File: src/core/dccr_defines.vh
// Purpose: constants for the DAC channel control register bank
// Assumes: register index times four gives the AXI byte address
// Notes: some numbers carry several names; included by the bank
//
// Summary of operation
// - Power bit 4 set puts the converter core to sleep, clear keeps it running.
// - Power bit 0 set puts the output amplifier to sleep, apart from the core bit.
// - All power bits are zero after reset, so core and amplifier start running.
// - Span codes 000..100 select 0-2.5, 0-5, 0-10, -5..+5 and -2.5..+7.5 V.
// - The span register resets to zero and its upper four bits are read-only.
// - With the strobe mask clear, a strobe assertion loads staged data to output.
// - With the strobe mask set, strobe assertions leave the output code alone.
// - The 16-bit output code register is read/write, holds the driven code, resets to 0.
// - A direct page write is copied into the output code when the route bit is 1.
// - A staging page write is copied into the staging register when the route bit is 1.
// - The route bit resets to 0 and gates both page copies.
// - Staging moves to output on strobe, software load command or auto transfer.
`ifndef DCCR_DEFINES_VH
`define DCCR_DEFINES_VH

`define DCCR_IDX_PWR    8'h18
`define DCCR_IDX_SPAN   8'h19
`define DCCR_IDX_AUTO   8'h20
`define DCCR_IDX_MASK   8'h28
`define DCCR_IDX_OUT    8'h29
`define DCCR_IDX_DPAGE  8'h2d
`define DCCR_IDX_ROUTE  8'h2f
`define DCCR_IDX_SPAGE  8'h30
`define DCCR_IDX_SWLD   8'h32
`define DCCR_IDX_STAGE  8'h33

`define DCCR_BIT_CORE   4
`define DCCR_BIT_AMP    0
`define DCCR_BIT_CTL    0
`define DCCR_SPAN_W     4

`define DCCR_RST_BIT    1'b0
`define DCCR_RST_SPAN   4'h0
`define DCCR_RST_CODE   16'h0000

`define DCCR_SPAN_2V5   4'h0
`define DCCR_SPAN_5V    4'h1
`define DCCR_SPAN_10V   4'h2
`define DCCR_SPAN_PM5   4'h3
`define DCCR_SPAN_OFF   4'h4

`define DCCR_RESP_OKAY  2'b00
`define DCCR_RESP_SLV   2'b10

`endif

File: src/core/dccr_regs.v
// Purpose: AXI4-Lite register bank for one DAC output channel
// Assumes: load_strobe_n is asynchronous, active low
// Notes: outputs are registered; span one-hot lags the field by one cycle
`timescale 1ns/1ns
`include "dccr_defines.vh"

module dccr_regs #(
  parameter ADDR_W = 10
) (
  // Clock and reset
  input  wire              aclk,
  input  wire              aresetn,
  // AXI4-Lite write address
  input  wire [ADDR_W-1:0] s_axi_awaddr,
  input  wire              s_axi_awvalid,
  output reg               s_axi_awready,
  // AXI4-Lite write data
  input  wire [31:0]       s_axi_wdata,
  input  wire [3:0]        s_axi_wstrb,
  input  wire              s_axi_wvalid,
  output reg               s_axi_wready,
  // AXI4-Lite write response
  output reg  [1:0]        s_axi_bresp,
  output reg               s_axi_bvalid,
  input  wire              s_axi_bready,
  // AXI4-Lite read address
  input  wire [ADDR_W-1:0] s_axi_araddr,
  input  wire              s_axi_arvalid,
  output reg               s_axi_arready,
  // AXI4-Lite read data
  output reg  [31:0]       s_axi_rdata,
  output reg  [1:0]        s_axi_rresp,
  output reg               s_axi_rvalid,
  input  wire              s_axi_rready,
  // External load strobe
  input  wire              load_strobe_n,
  // Channel controls
  output reg               core_sleep,
  output reg               amp_sleep,
  output reg  [4:0]        span_sel,
  output reg  [15:0]       dac_code
);

  // Register fields
  reg        core_sleep_bit;
  reg        amplifier_sleep_bit;
  reg [3:0]  span_code_field;
  reg        load_strobe_mask_bit;
  reg [15:0] output_code_field;
  reg [15:0] direct_page;
  reg        copy_route_bit;
  reg [15:0] staging_page;
  reg [15:0] staging_input_register;
  reg        auto_xfer_bit;

  // Write channel holding
  reg              aw_full;
  reg [ADDR_W-1:0] aw_addr;
  reg              w_full;
  reg [31:0]       w_data;
  reg [3:0]        w_strb;

  // Strobe synchroniser
  reg ls_meta;
  reg ls_sync;
  reg ls_prev;

  // Next values
  reg        next_aw_full;
  reg        next_w_full;
  reg [15:0] next_out;
  reg [15:0] next_stage;
  reg        stage_wr;
  reg        wr_hit;
  reg [31:0] rd_word;
  reg        rd_hit;
  reg [4:0]  next_span_sel;

  wire [7:0] widx;
  wire [7:0] ridx;
  wire       do_wr;
  wire       aw_take;
  wire       w_take;
  wire       ar_take;
  wire       strobe_edge;
  wire       load_evt;

  assign widx    = aw_addr[9:2];
  assign ridx    = s_axi_araddr[9:2];
  assign aw_take = s_axi_awvalid & s_axi_awready;
  assign w_take  = s_axi_wvalid & s_axi_wready;
  assign ar_take = s_axi_arvalid & s_axi_arready;
  // Held halves commit only once the previous response is gone
  assign do_wr   = aw_full & w_full & ~s_axi_bvalid;

  // Byte-lane merge into a 16-bit field
  function [15:0] merge16;
    input [15:0] old;
    input [31:0] d;
    input [3:0]  s;
    begin
      merge16[7:0]  = s[0] ? d[7:0]  : old[7:0];
      merge16[15:8] = s[1] ? d[15:8] : old[15:8];
    end
  endfunction

  // Assertion is the high-to-low step of the synchronised strobe
  assign strobe_edge = ls_prev & ~ls_sync;
  assign load_evt    = strobe_edge & ~load_strobe_mask_bit;

  always @(posedge aclk) begin
    if (!aresetn) begin
      ls_meta <= 1'b1;
      ls_sync <= 1'b1;
      ls_prev <= 1'b1;
    end else begin
      ls_meta <= load_strobe_n;
      ls_sync <= ls_meta;
      ls_prev <= ls_sync;
    end
  end

  // Holding flags for address and data
  always @* begin
    next_aw_full = aw_full;
    next_w_full  = w_full;
    if (do_wr) begin
      next_aw_full = 1'b0;
      next_w_full  = 1'b0;
    end
    if (aw_take) begin
      next_aw_full = 1'b1;
    end
    if (w_take) begin
      next_w_full = 1'b1;
    end
  end

  // Code path: bus writes are applied after a strobe load so they win
  always @* begin
    next_out   = output_code_field;
    next_stage = staging_input_register;
    stage_wr   = 1'b0;
    if (load_evt) begin
      next_out = staging_input_register;
    end
    if (do_wr) begin
      case (widx)
        `DCCR_IDX_OUT: begin
          next_out = merge16(output_code_field, w_data, w_strb);
        end
        `DCCR_IDX_DPAGE: begin
          if (copy_route_bit) begin
            next_out = merge16(direct_page, w_data, w_strb);
          end
        end
        `DCCR_IDX_SPAGE: begin
          if (copy_route_bit) begin
            next_stage = merge16(staging_page, w_data, w_strb);
            stage_wr   = 1'b1;
          end
        end
        `DCCR_IDX_STAGE: begin
          next_stage = merge16(staging_input_register, w_data, w_strb);
          stage_wr   = 1'b1;
        end
        `DCCR_IDX_SWLD: begin
          if (w_strb[0] && w_data[`DCCR_BIT_CTL]) begin
            next_out = staging_input_register;
          end
        end
        default: begin
          next_out = next_out;
        end
      endcase
    end
    // Auto transfer forwards every new staging value
    if (stage_wr && auto_xfer_bit) begin
      next_out = next_stage;
    end
  end

  // Write address decode for the response code
  always @* begin
    case (widx)
      `DCCR_IDX_PWR,
      `DCCR_IDX_SPAN,
      `DCCR_IDX_AUTO,
      `DCCR_IDX_MASK,
      `DCCR_IDX_OUT,
      `DCCR_IDX_DPAGE,
      `DCCR_IDX_ROUTE,
      `DCCR_IDX_SPAGE,
      `DCCR_IDX_SWLD,
      `DCCR_IDX_STAGE: wr_hit = 1'b1;
      default: wr_hit = 1'b0;
    endcase
  end

  // Read mux; reserved bits are zero
  always @* begin
    rd_word = 32'h0000_0000;
    rd_hit  = 1'b1;
    case (ridx)
      `DCCR_IDX_PWR: begin
        rd_word[`DCCR_BIT_CORE] = core_sleep_bit;
        rd_word[`DCCR_BIT_AMP]  = amplifier_sleep_bit;
      end
      `DCCR_IDX_SPAN: begin
        rd_word[3:0] = span_code_field;
      end
      `DCCR_IDX_AUTO: begin
        rd_word[`DCCR_BIT_CTL] = auto_xfer_bit;
      end
      `DCCR_IDX_MASK: begin
        rd_word[`DCCR_BIT_CTL] = load_strobe_mask_bit;
      end
      `DCCR_IDX_OUT: begin
        rd_word[15:0] = output_code_field;
      end
      `DCCR_IDX_DPAGE: begin
        rd_word[15:0] = direct_page;
      end
      `DCCR_IDX_ROUTE: begin
        rd_word[`DCCR_BIT_CTL] = copy_route_bit;
      end
      `DCCR_IDX_SPAGE: begin
        rd_word[15:0] = staging_page;
      end
      `DCCR_IDX_SWLD: begin
        // Command bit is not stored, so it always reads zero
        rd_word = 32'h0000_0000;
      end
      `DCCR_IDX_STAGE: begin
        rd_word[15:0] = staging_input_register;
      end
      default: begin
        rd_hit = 1'b0;
      end
    endcase
  end

  // Span decode; codes above the last span select nothing
  always @* begin
    case (span_code_field)
      `DCCR_SPAN_2V5: next_span_sel = 5'h01;
      `DCCR_SPAN_5V:  next_span_sel = 5'h02;
      `DCCR_SPAN_10V: next_span_sel = 5'h04;
      `DCCR_SPAN_PM5: next_span_sel = 5'h08;
      `DCCR_SPAN_OFF: next_span_sel = 5'h10;
      default:        next_span_sel = 5'h00;
    endcase
  end

  // Bus handshake
  always @(posedge aclk) begin
    if (!aresetn) begin
      aw_full       <= 1'b0;
      w_full        <= 1'b0;
      aw_addr       <= {ADDR_W{1'b0}};
      w_data        <= 32'h0000_0000;
      w_strb        <= 4'h0;
      s_axi_awready <= 1'b0;
      s_axi_wready  <= 1'b0;
      s_axi_bvalid  <= 1'b0;
      s_axi_bresp   <= `DCCR_RESP_OKAY;
      s_axi_arready <= 1'b0;
      s_axi_rvalid  <= 1'b0;
      s_axi_rresp   <= `DCCR_RESP_OKAY;
      s_axi_rdata   <= 32'h0000_0000;
    end else begin
      aw_full       <= next_aw_full;
      w_full        <= next_w_full;
      s_axi_awready <= ~next_aw_full;
      s_axi_wready  <= ~next_w_full;
      if (aw_take) begin
        aw_addr <= s_axi_awaddr;
      end
      if (w_take) begin
        w_data <= s_axi_wdata;
        w_strb <= s_axi_wstrb;
      end
      if (do_wr) begin
        s_axi_bvalid <= 1'b1;
        s_axi_bresp  <= wr_hit ? `DCCR_RESP_OKAY : `DCCR_RESP_SLV;
      end else if (s_axi_bready) begin
        s_axi_bvalid <= 1'b0;
      end
      if (ar_take) begin
        s_axi_rvalid  <= 1'b1;
        s_axi_rdata   <= rd_word;
        s_axi_rresp   <= rd_hit ? `DCCR_RESP_OKAY : `DCCR_RESP_SLV;
        s_axi_arready <= 1'b0;
      end else if (s_axi_rvalid && s_axi_rready) begin
        s_axi_rvalid  <= 1'b0;
        s_axi_arready <= 1'b1;
      end else begin
        s_axi_arready <= ~s_axi_rvalid;
      end
    end
  end

  // Control registers; partial strobes only touch the lanes given
  always @(posedge aclk) begin
    if (!aresetn) begin
      core_sleep_bit         <= `DCCR_RST_BIT;
      amplifier_sleep_bit    <= `DCCR_RST_BIT;
      span_code_field        <= `DCCR_RST_SPAN;
      load_strobe_mask_bit   <= `DCCR_RST_BIT;
      auto_xfer_bit          <= `DCCR_RST_BIT;
      copy_route_bit         <= `DCCR_RST_BIT;
      output_code_field      <= `DCCR_RST_CODE;
      direct_page            <= `DCCR_RST_CODE;
      staging_page           <= `DCCR_RST_CODE;
      staging_input_register <= `DCCR_RST_CODE;
    end else begin
      output_code_field      <= next_out;
      staging_input_register <= next_stage;
      if (do_wr && w_strb[0]) begin
        case (widx)
          `DCCR_IDX_PWR: begin
            core_sleep_bit      <= w_data[`DCCR_BIT_CORE];
            amplifier_sleep_bit <= w_data[`DCCR_BIT_AMP];
          end
          `DCCR_IDX_SPAN: begin
            span_code_field <= w_data[3:0];
          end
          `DCCR_IDX_AUTO: begin
            auto_xfer_bit <= w_data[`DCCR_BIT_CTL];
          end
          `DCCR_IDX_MASK: begin
            load_strobe_mask_bit <= w_data[`DCCR_BIT_CTL];
          end
          `DCCR_IDX_ROUTE: begin
            copy_route_bit <= w_data[`DCCR_BIT_CTL];
          end
          default: begin
            copy_route_bit <= copy_route_bit;
          end
        endcase
      end
      if (do_wr && widx == `DCCR_IDX_DPAGE) begin
        direct_page <= merge16(direct_page, w_data, w_strb);
      end
      if (do_wr && widx == `DCCR_IDX_SPAGE) begin
        staging_page <= merge16(staging_page, w_data, w_strb);
      end
    end
  end

  // Pin-facing outputs, one flop each
  always @(posedge aclk) begin
    if (!aresetn) begin
      core_sleep <= 1'b0;
      amp_sleep  <= 1'b0;
      span_sel   <= 5'h01;
      dac_code   <= 16'h0000;
    end else begin
      core_sleep <= core_sleep_bit;
      amp_sleep  <= amplifier_sleep_bit;
      span_sel   <= next_span_sel;
      dac_code   <= output_code_field;
    end
  end

endmodule

File: config.mk
export PLATFORM = sky130hd
export DESIGN_NAME = dccr_regs
export DESIGN_NICKNAME = d
export VERILOG_FILES = /design/src/core/dccr_regs.v
export VERILOG_INCLUDE_DIRS = /design/src /design/src/core
export SDC_FILE = /design/constraint.sdc
export NUM_CORES = 1
export LEC_CHECK = 0
export BUFFER_PORTS_ARGS = -buffer_cell sky130_fd_sc_hd__buf_2
export CORE_ASPECT_RATIO = 0.9
export CORE_UTILIZATION = 41
export DETAILED_ROUTE_END_ITERATION = 10
export PLACE_DENSITY = 0.68
export SLEW_MARGIN = 20
export SYNTH_ARGS = -nofsm -noshare
export SYNTH_HDL_FRONTEND = slang
export SYNTH_SLANG_ARGS = --single-unit
File: constraint.sdc
create_clock -name aclk -period 2.65 [get_ports aclk]
set_clock_uncertainty 0.05 [all_clocks]
set_input_delay 0.265 -clock aclk [delete_from_list [all_inputs] [get_ports aclk]]
set_output_delay 0.265 -clock aclk [all_outputs]
set_load 0.005 [all_outputs]
**Yosys cells after proc, flatten, opt, wreduce, memory -nomap -nowiden**

Cells that the tools add are included.

- Add/subtract/negate cells: 0
- $mul: 0
- Div/mod/pow operators: 0
- $lt $le $gt $ge: 0
- Equality and inequality tests: 26
- Shifts and indexed selects: 0
- Multiplexer cells: 38
- Bitwise operators: 14
- Reduce and logical (&&, ||, !) cells: 17

Operators by type and width:

| cell | count |
|---|---|
| == test 8 x 6 -> 1 bit, second input constant | 16 |
| two-way mux 16 bit | 7 |
| two-way mux 8 bit | 8 |
| case mux 16 bit (3 select lines) | 1 |
| case mux 11 bit (4 select lines) | 1 |
| == test 8 x 5 -> 1 bit, second input constant | 4 |
| case mux 16 bit (2 select lines) | 1 |
| case mux 5 bit (5 select lines) | 1 |
| OR reduction 10 bit | 2 |
| case mux 3 bit (5 select lines) | 1 |
| two-way mux 1 bit | 13 |
| AND reduction 2 bit | 5 |
| case mux 1 bit (9 select lines) | 1 |
| == test 4 x 2 -> 1 bit, second input constant | 2 |
| != test 4 bit, second input constant | 2 |
| bitwise AND 1 bit | 7 |
| inverter 1 bit | 7 |
| logical AND 1 bit | 6 |
| case mux 1 bit (5 select lines) | 1 |
| == test 4 x 1 -> 1 bit, second input constant | 1 |
| == test 4 x 3 -> 1 bit, second input constant | 1 |
| logical NOT 4 bit | 1 |
| two-way mux 2 bit | 2 |
| nonzero test 2 bit | 2 |
| 2 further kinds | 2 |

- Flip-flop bits (word level): 154
- Latch bits: 0
- Memory bits (writable): 0
- ROM bits: 0
- Input bits: 64
- Output and inout bits: 64
- Logic and storage cells: 126
- Memories: 0

**Longest topological paths before layout**

- Depth after elaboration: 8
- Gate-level depth with buffers: 9
- Gate-level depth less buffers: 6

**Worst setup path before layout**

Ideal clock, no wire load.

- Kind: register to register
- Start point: register aw_addr[7]
- End point: register output_code_field[11]
- Library setup time: 129 ps
- Arrival time: 1918 ps
- Required time: 2471 ps
- Slack: 553 ps
- Cell stages (with the launch flop): 8
- Buffers on the path: 1
- Clock period less this slack: 2097 ps
- Path through: dfxtp_1 > or3b_1 > buf_4 > or4_4 > nor3_4 > nor3_2 > o211ai_1 > o211ai_1

- Word-level cells in the longest chain between the ends: 5
- Elaborated cells on any way between the ends: 14
- Classes of those cells: 6 x eq/ne; 7 x mux; 1 x reduce/logical

Ends and longest elaborated chain:

| item | RTL line | RTL |
|---|---|---|
| from (decl) | dccr_regs.v:58 | `reg [ADDR_W-1:0] aw_addr;` |
| from (signal assigned) | dccr_regs.v:260 | `aw_addr <= {ADDR_W{1'b0}};` |
| from (signal assigned) | dccr_regs.v:277 | `aw_addr <= s_axi_awaddr;` |
| == test 8 x 6 -> 1 bit | - |  |
| case mux 1 bit (2 select lines) | dccr_regs.v:148 | `case (widx)` |
| two-way mux 1 bit | dccr_regs.v:147 | `if (do_wr) begin` |
| logical AND 1 bit | dccr_regs.v:178 | `if (stage_wr && auto_xfer_bit) begin` |
| != test 4 bit (no source line) / two-way mux 16 bit (equally long branches) | - |  |
| to (signal assigned) | dccr_regs.v:312 | `` output_code_field <= `DCCR_RST_CODE; `` |
| to (signal assigned) | dccr_regs.v:317 | `output_code_field <= next_out;` |
| to (decl) | dccr_regs.v:49 | `reg [15:0] output_code_field;` |

Parallel ways exist; a longest one is shown, timed or not.
A chain may end at the register's enable or synchronous reset.

**Final worst setup path**

- Start point: register aw_addr[7]
- End point: register output_code_field[12]

The elaborated chain is that of the path after synthesis.

==> results.toml <==
[outcome]
status = "completed"

[cts]
clock_sinks = 150
root_buffer = "clkbuf_16"
clk_path_buf_depth = 2
clkTransAtPathRegs_ns = 0.06
cts_tree = "yes"
clk_latency_ns = 0.43
post-cts-setup-buffers = 0
cts-buffers-inserted = 17
h-tree-depth = 4

[place]
gp_congestion = 0.927
numPortBuffers = 87
placed_area_sq_um = 8380
dp_hpwl_um = 15700

[logic_synthesis]
syn_inst = 903
synth.top_cell.area_share = 0.391
synth_edf_count = 0
syn_area_sq_um = 7680
synth_flop_cell = "dfxtp_1"
yosys-top-cells-area = "dfxtp_1, mux2i_1, nand2_1, a21oi_1, nor2_1"
async_flop_share = 0
netlist.top_cell.by_area = "dfxtp_1"
syn_avg_cell_area_sq_um = 8.51
yosysSeqAreaShare = 0.391
yosysUniqueCellTypes = 61
ys_warn_count = 0
yosys_register_bits = 150

[worst_setup_path]
rrSetupSlack_ns = 0.20
cp_num_buf_inv = 1
crit_arrival_ns = 2.71
criticalPathCategory = "reg2reg"
critPathRequiredTime_ns = 2.91
max_stage_delay_ns = 0.56
crit_path_end_kind = "flip-flop"
r2r-end = "output_code_field[12]"
crit_chain = "or3b_1 -> nor4b_4 -> o21a_2 -> buf_4 -> nand4_1 -> o211ai_1 -> o211ai_1"
r2r-start = "aw_addr[7]"
worst_path_max_delay_cell = "or3b_1"
crit_family = "simple AND/OR/NAND/NOR gates"
critPathLaunch = "aw_addr[7]"
path_common_cell = "o211ai_1"
cp-start-kind = "flip-flop"
reg2reg_depth = 7
crit_fanout = 13

[sta]
fin_setup_tns_ns = 0
rsz0062_at_grt = "no"
fmax_ghz = 0.408
period_share = 0.924
slew_headroom = 0.408
min_period_ns = 2.45
setup_viol = 0
hold_viol = 0
drv_slew = 0
worst_pin_slew_ns = 0.885

[global_route]
grt_pass1_vias = 6642
grt_remaining_overflow = 0
grt_max_degree = 68
grt_pass1_wl_um = 36500
track_usage = 0.241
grt_antenna_before_repair = 0

[power]
p_sw_frac = 0.230
leakagePower_nw = 3.84
p_int_mw = 3.94
switching_power_mw = 1.18
p_clk_frac = 0.484
pwr-share-seq = 0.456
power_density_nw_per_um2 = 569
combPwrFrac = 0.060
ir_drop_uv = 457

[floorplanning]
start_util = 0.419
num_rows = 47
dieArea_sq_um = 19300
die_w_um = 146
core_area_sq_um = 18300
io_pins = 128
die_h_um = 132

[route]
drc = 0
dr.pass1.iters = 6
routedWlPerCell_um = 18.4
vias = 7164
drt-total-wl_um = 22900
drtIter0Drc = 819
ant_nets = 0
avgViaCountPerCell = 5.77

[finish]
final_cell_mix = "dfxtp_1, nand2_1, buf_2, nor2_1, mux2i_1"
stdcell_area_sq_um = 8990
drive_gt1_frac = 0.188
antenna_cells = 0
mostFrequentLayoutCell = "dfxtp_1"
multi_input_area_sq_um = 4290
area_growth_pct = 17.1
fillCellCount = 1820
final_nets = 1050
regArea_sq_um = 3000

[hold_path]
hold_path_end = "w_data[14]"
hold_class = "in2reg"
min_path_cells = 3
hold_start = "s_axi_wdata[14]"

[run]
maxCapViolCount = 0
## sequential cells by signal, summed over array words and instances, names as in the netlist, 2 cells and up
register / flops
dac_code: 16
w_strb: 2
output_code_field: 16
direct_page: 16
span_sel: 5
aw_addr: 8
staging_input_register: 16
s_axi_rdata: 16
staging_page: 16
span_code_field: 4
w_data: 16
## how the worst max path moves through the flow
stage | cells after the start | slack [ns] | end
floorplan | 7 | 0.55 | output_code_field[11]
global placement | 7 | 0.22 | output_code_field[13]
detailed placement | 7 | 0.18 | output_code_field[7]
CTS | 7 | 0.15 | output_code_field[12]
global route | 6 | 0.07 | output_code_field[7]
finish | 7 | 0.20 | output_code_field[12]
## power groups by stage
| stage | Clock, mW | Combinational (mW) | Sequential, mW |
|---|---|---|---|
| 3_5_place_dp | 0 | 0.300 | 2.38 |
| 4_1_cts | 2.51 | 0.302 | 2.33 |
| 2_1_floorplan | 0 | 0.212 | 2.36 |
| 3_3_place_gp | 0 | 0.296 | 2.38 |
| 6_report | 2.48 | 0.306 | 2.33 |
| 5_1_grt | 2.62 | 0.334 | 2.34 |
## kinds of logic after synthesis
family,Yosys count,share of synthesized area
AND/OR/NAND/NOR,340,0.227
flip-flops,150,0.391
multiplexers,87,0.115
buffers and inverters,92,0.0599
other,1,0.000488
AO/OA/AOI/OAI,233,0.207
## repair_timing
item | 4_1_cts | 5_1_grt
gates resized for setup | 0 | 1
hold endpoints to repair | 1 | 0
hold buffers | 1 | 0
endpoints found under the setup margin | 0 | 4
## cell type report
type,instances,share of cell area
Multi-Input combinational cell,678,0.477
Sequential cell,150,0.334
Timing Repair Buffer,131,0.0854
Clock buffer,22,0.0527
Tap cell,245,0.0341
Clock inverter,8,0.0138
Inverter,8,0.00334
## through the flow
stage	setup WS, ns	power (mW)	std cells	utilization	hold WS [ns]
6_report	0.202	5.12	1242	0.490	0.0258
5_1_grt	0.0683	5.29	1242	0.490	0.0273
4_1_cts	0.154	5.15	1242	0.490	0.0143
3_5_place_dp	0.181	2.68	1211	0.457	0.357
3_3_place_gp	0.220	2.68	1211	0.457	0.345
2_1_floorplan	0.553	2.58	920	-	0.316
## layer usage
layer	vias up	wire length, um	GRT usage
met5	-	0	0
met4	0	405	0.0787
met3	33	2340	0.0619
met2	356	9510	0.343
met1	3355	10600	0.351
li1	3420	-	-
## Yosys cell counts, types with 5 or more instances
cell       count
inv_1          8
a22o_1        12
a21oi_1       64
nor4_1         8
nor2b_1        6
mux2_2         8
and3_1         9
dfxtp_1      150
nand2b_1      18
nand3_1       26
a221oi_1       6
clkbuf_1      42
nor2_1        80
buf_2         14
o211a_1        5
a31oi_1       12
o211ai_1      16
o2111ai_1      5
nor3_1         9
nand4_1        5
mux2i_1       79
nor3b_1        9
buf_4         24
o221ai_1      12
a222oi_1       7
a22oi_1       33
nand3b_1       6
o22ai_1        9
o21ai_0       28
nand2_1      110
and2_1        31
## tightest hold or removal path, delay by kind of cell
family                 cells  cell delay (ns)
AOI/OAI and AO/OA          1             0.05
buffers and inverters      1             0.09
and+or+nand+nor            1             0.05
Note: power is estimated with default switching activity, not from simulation.
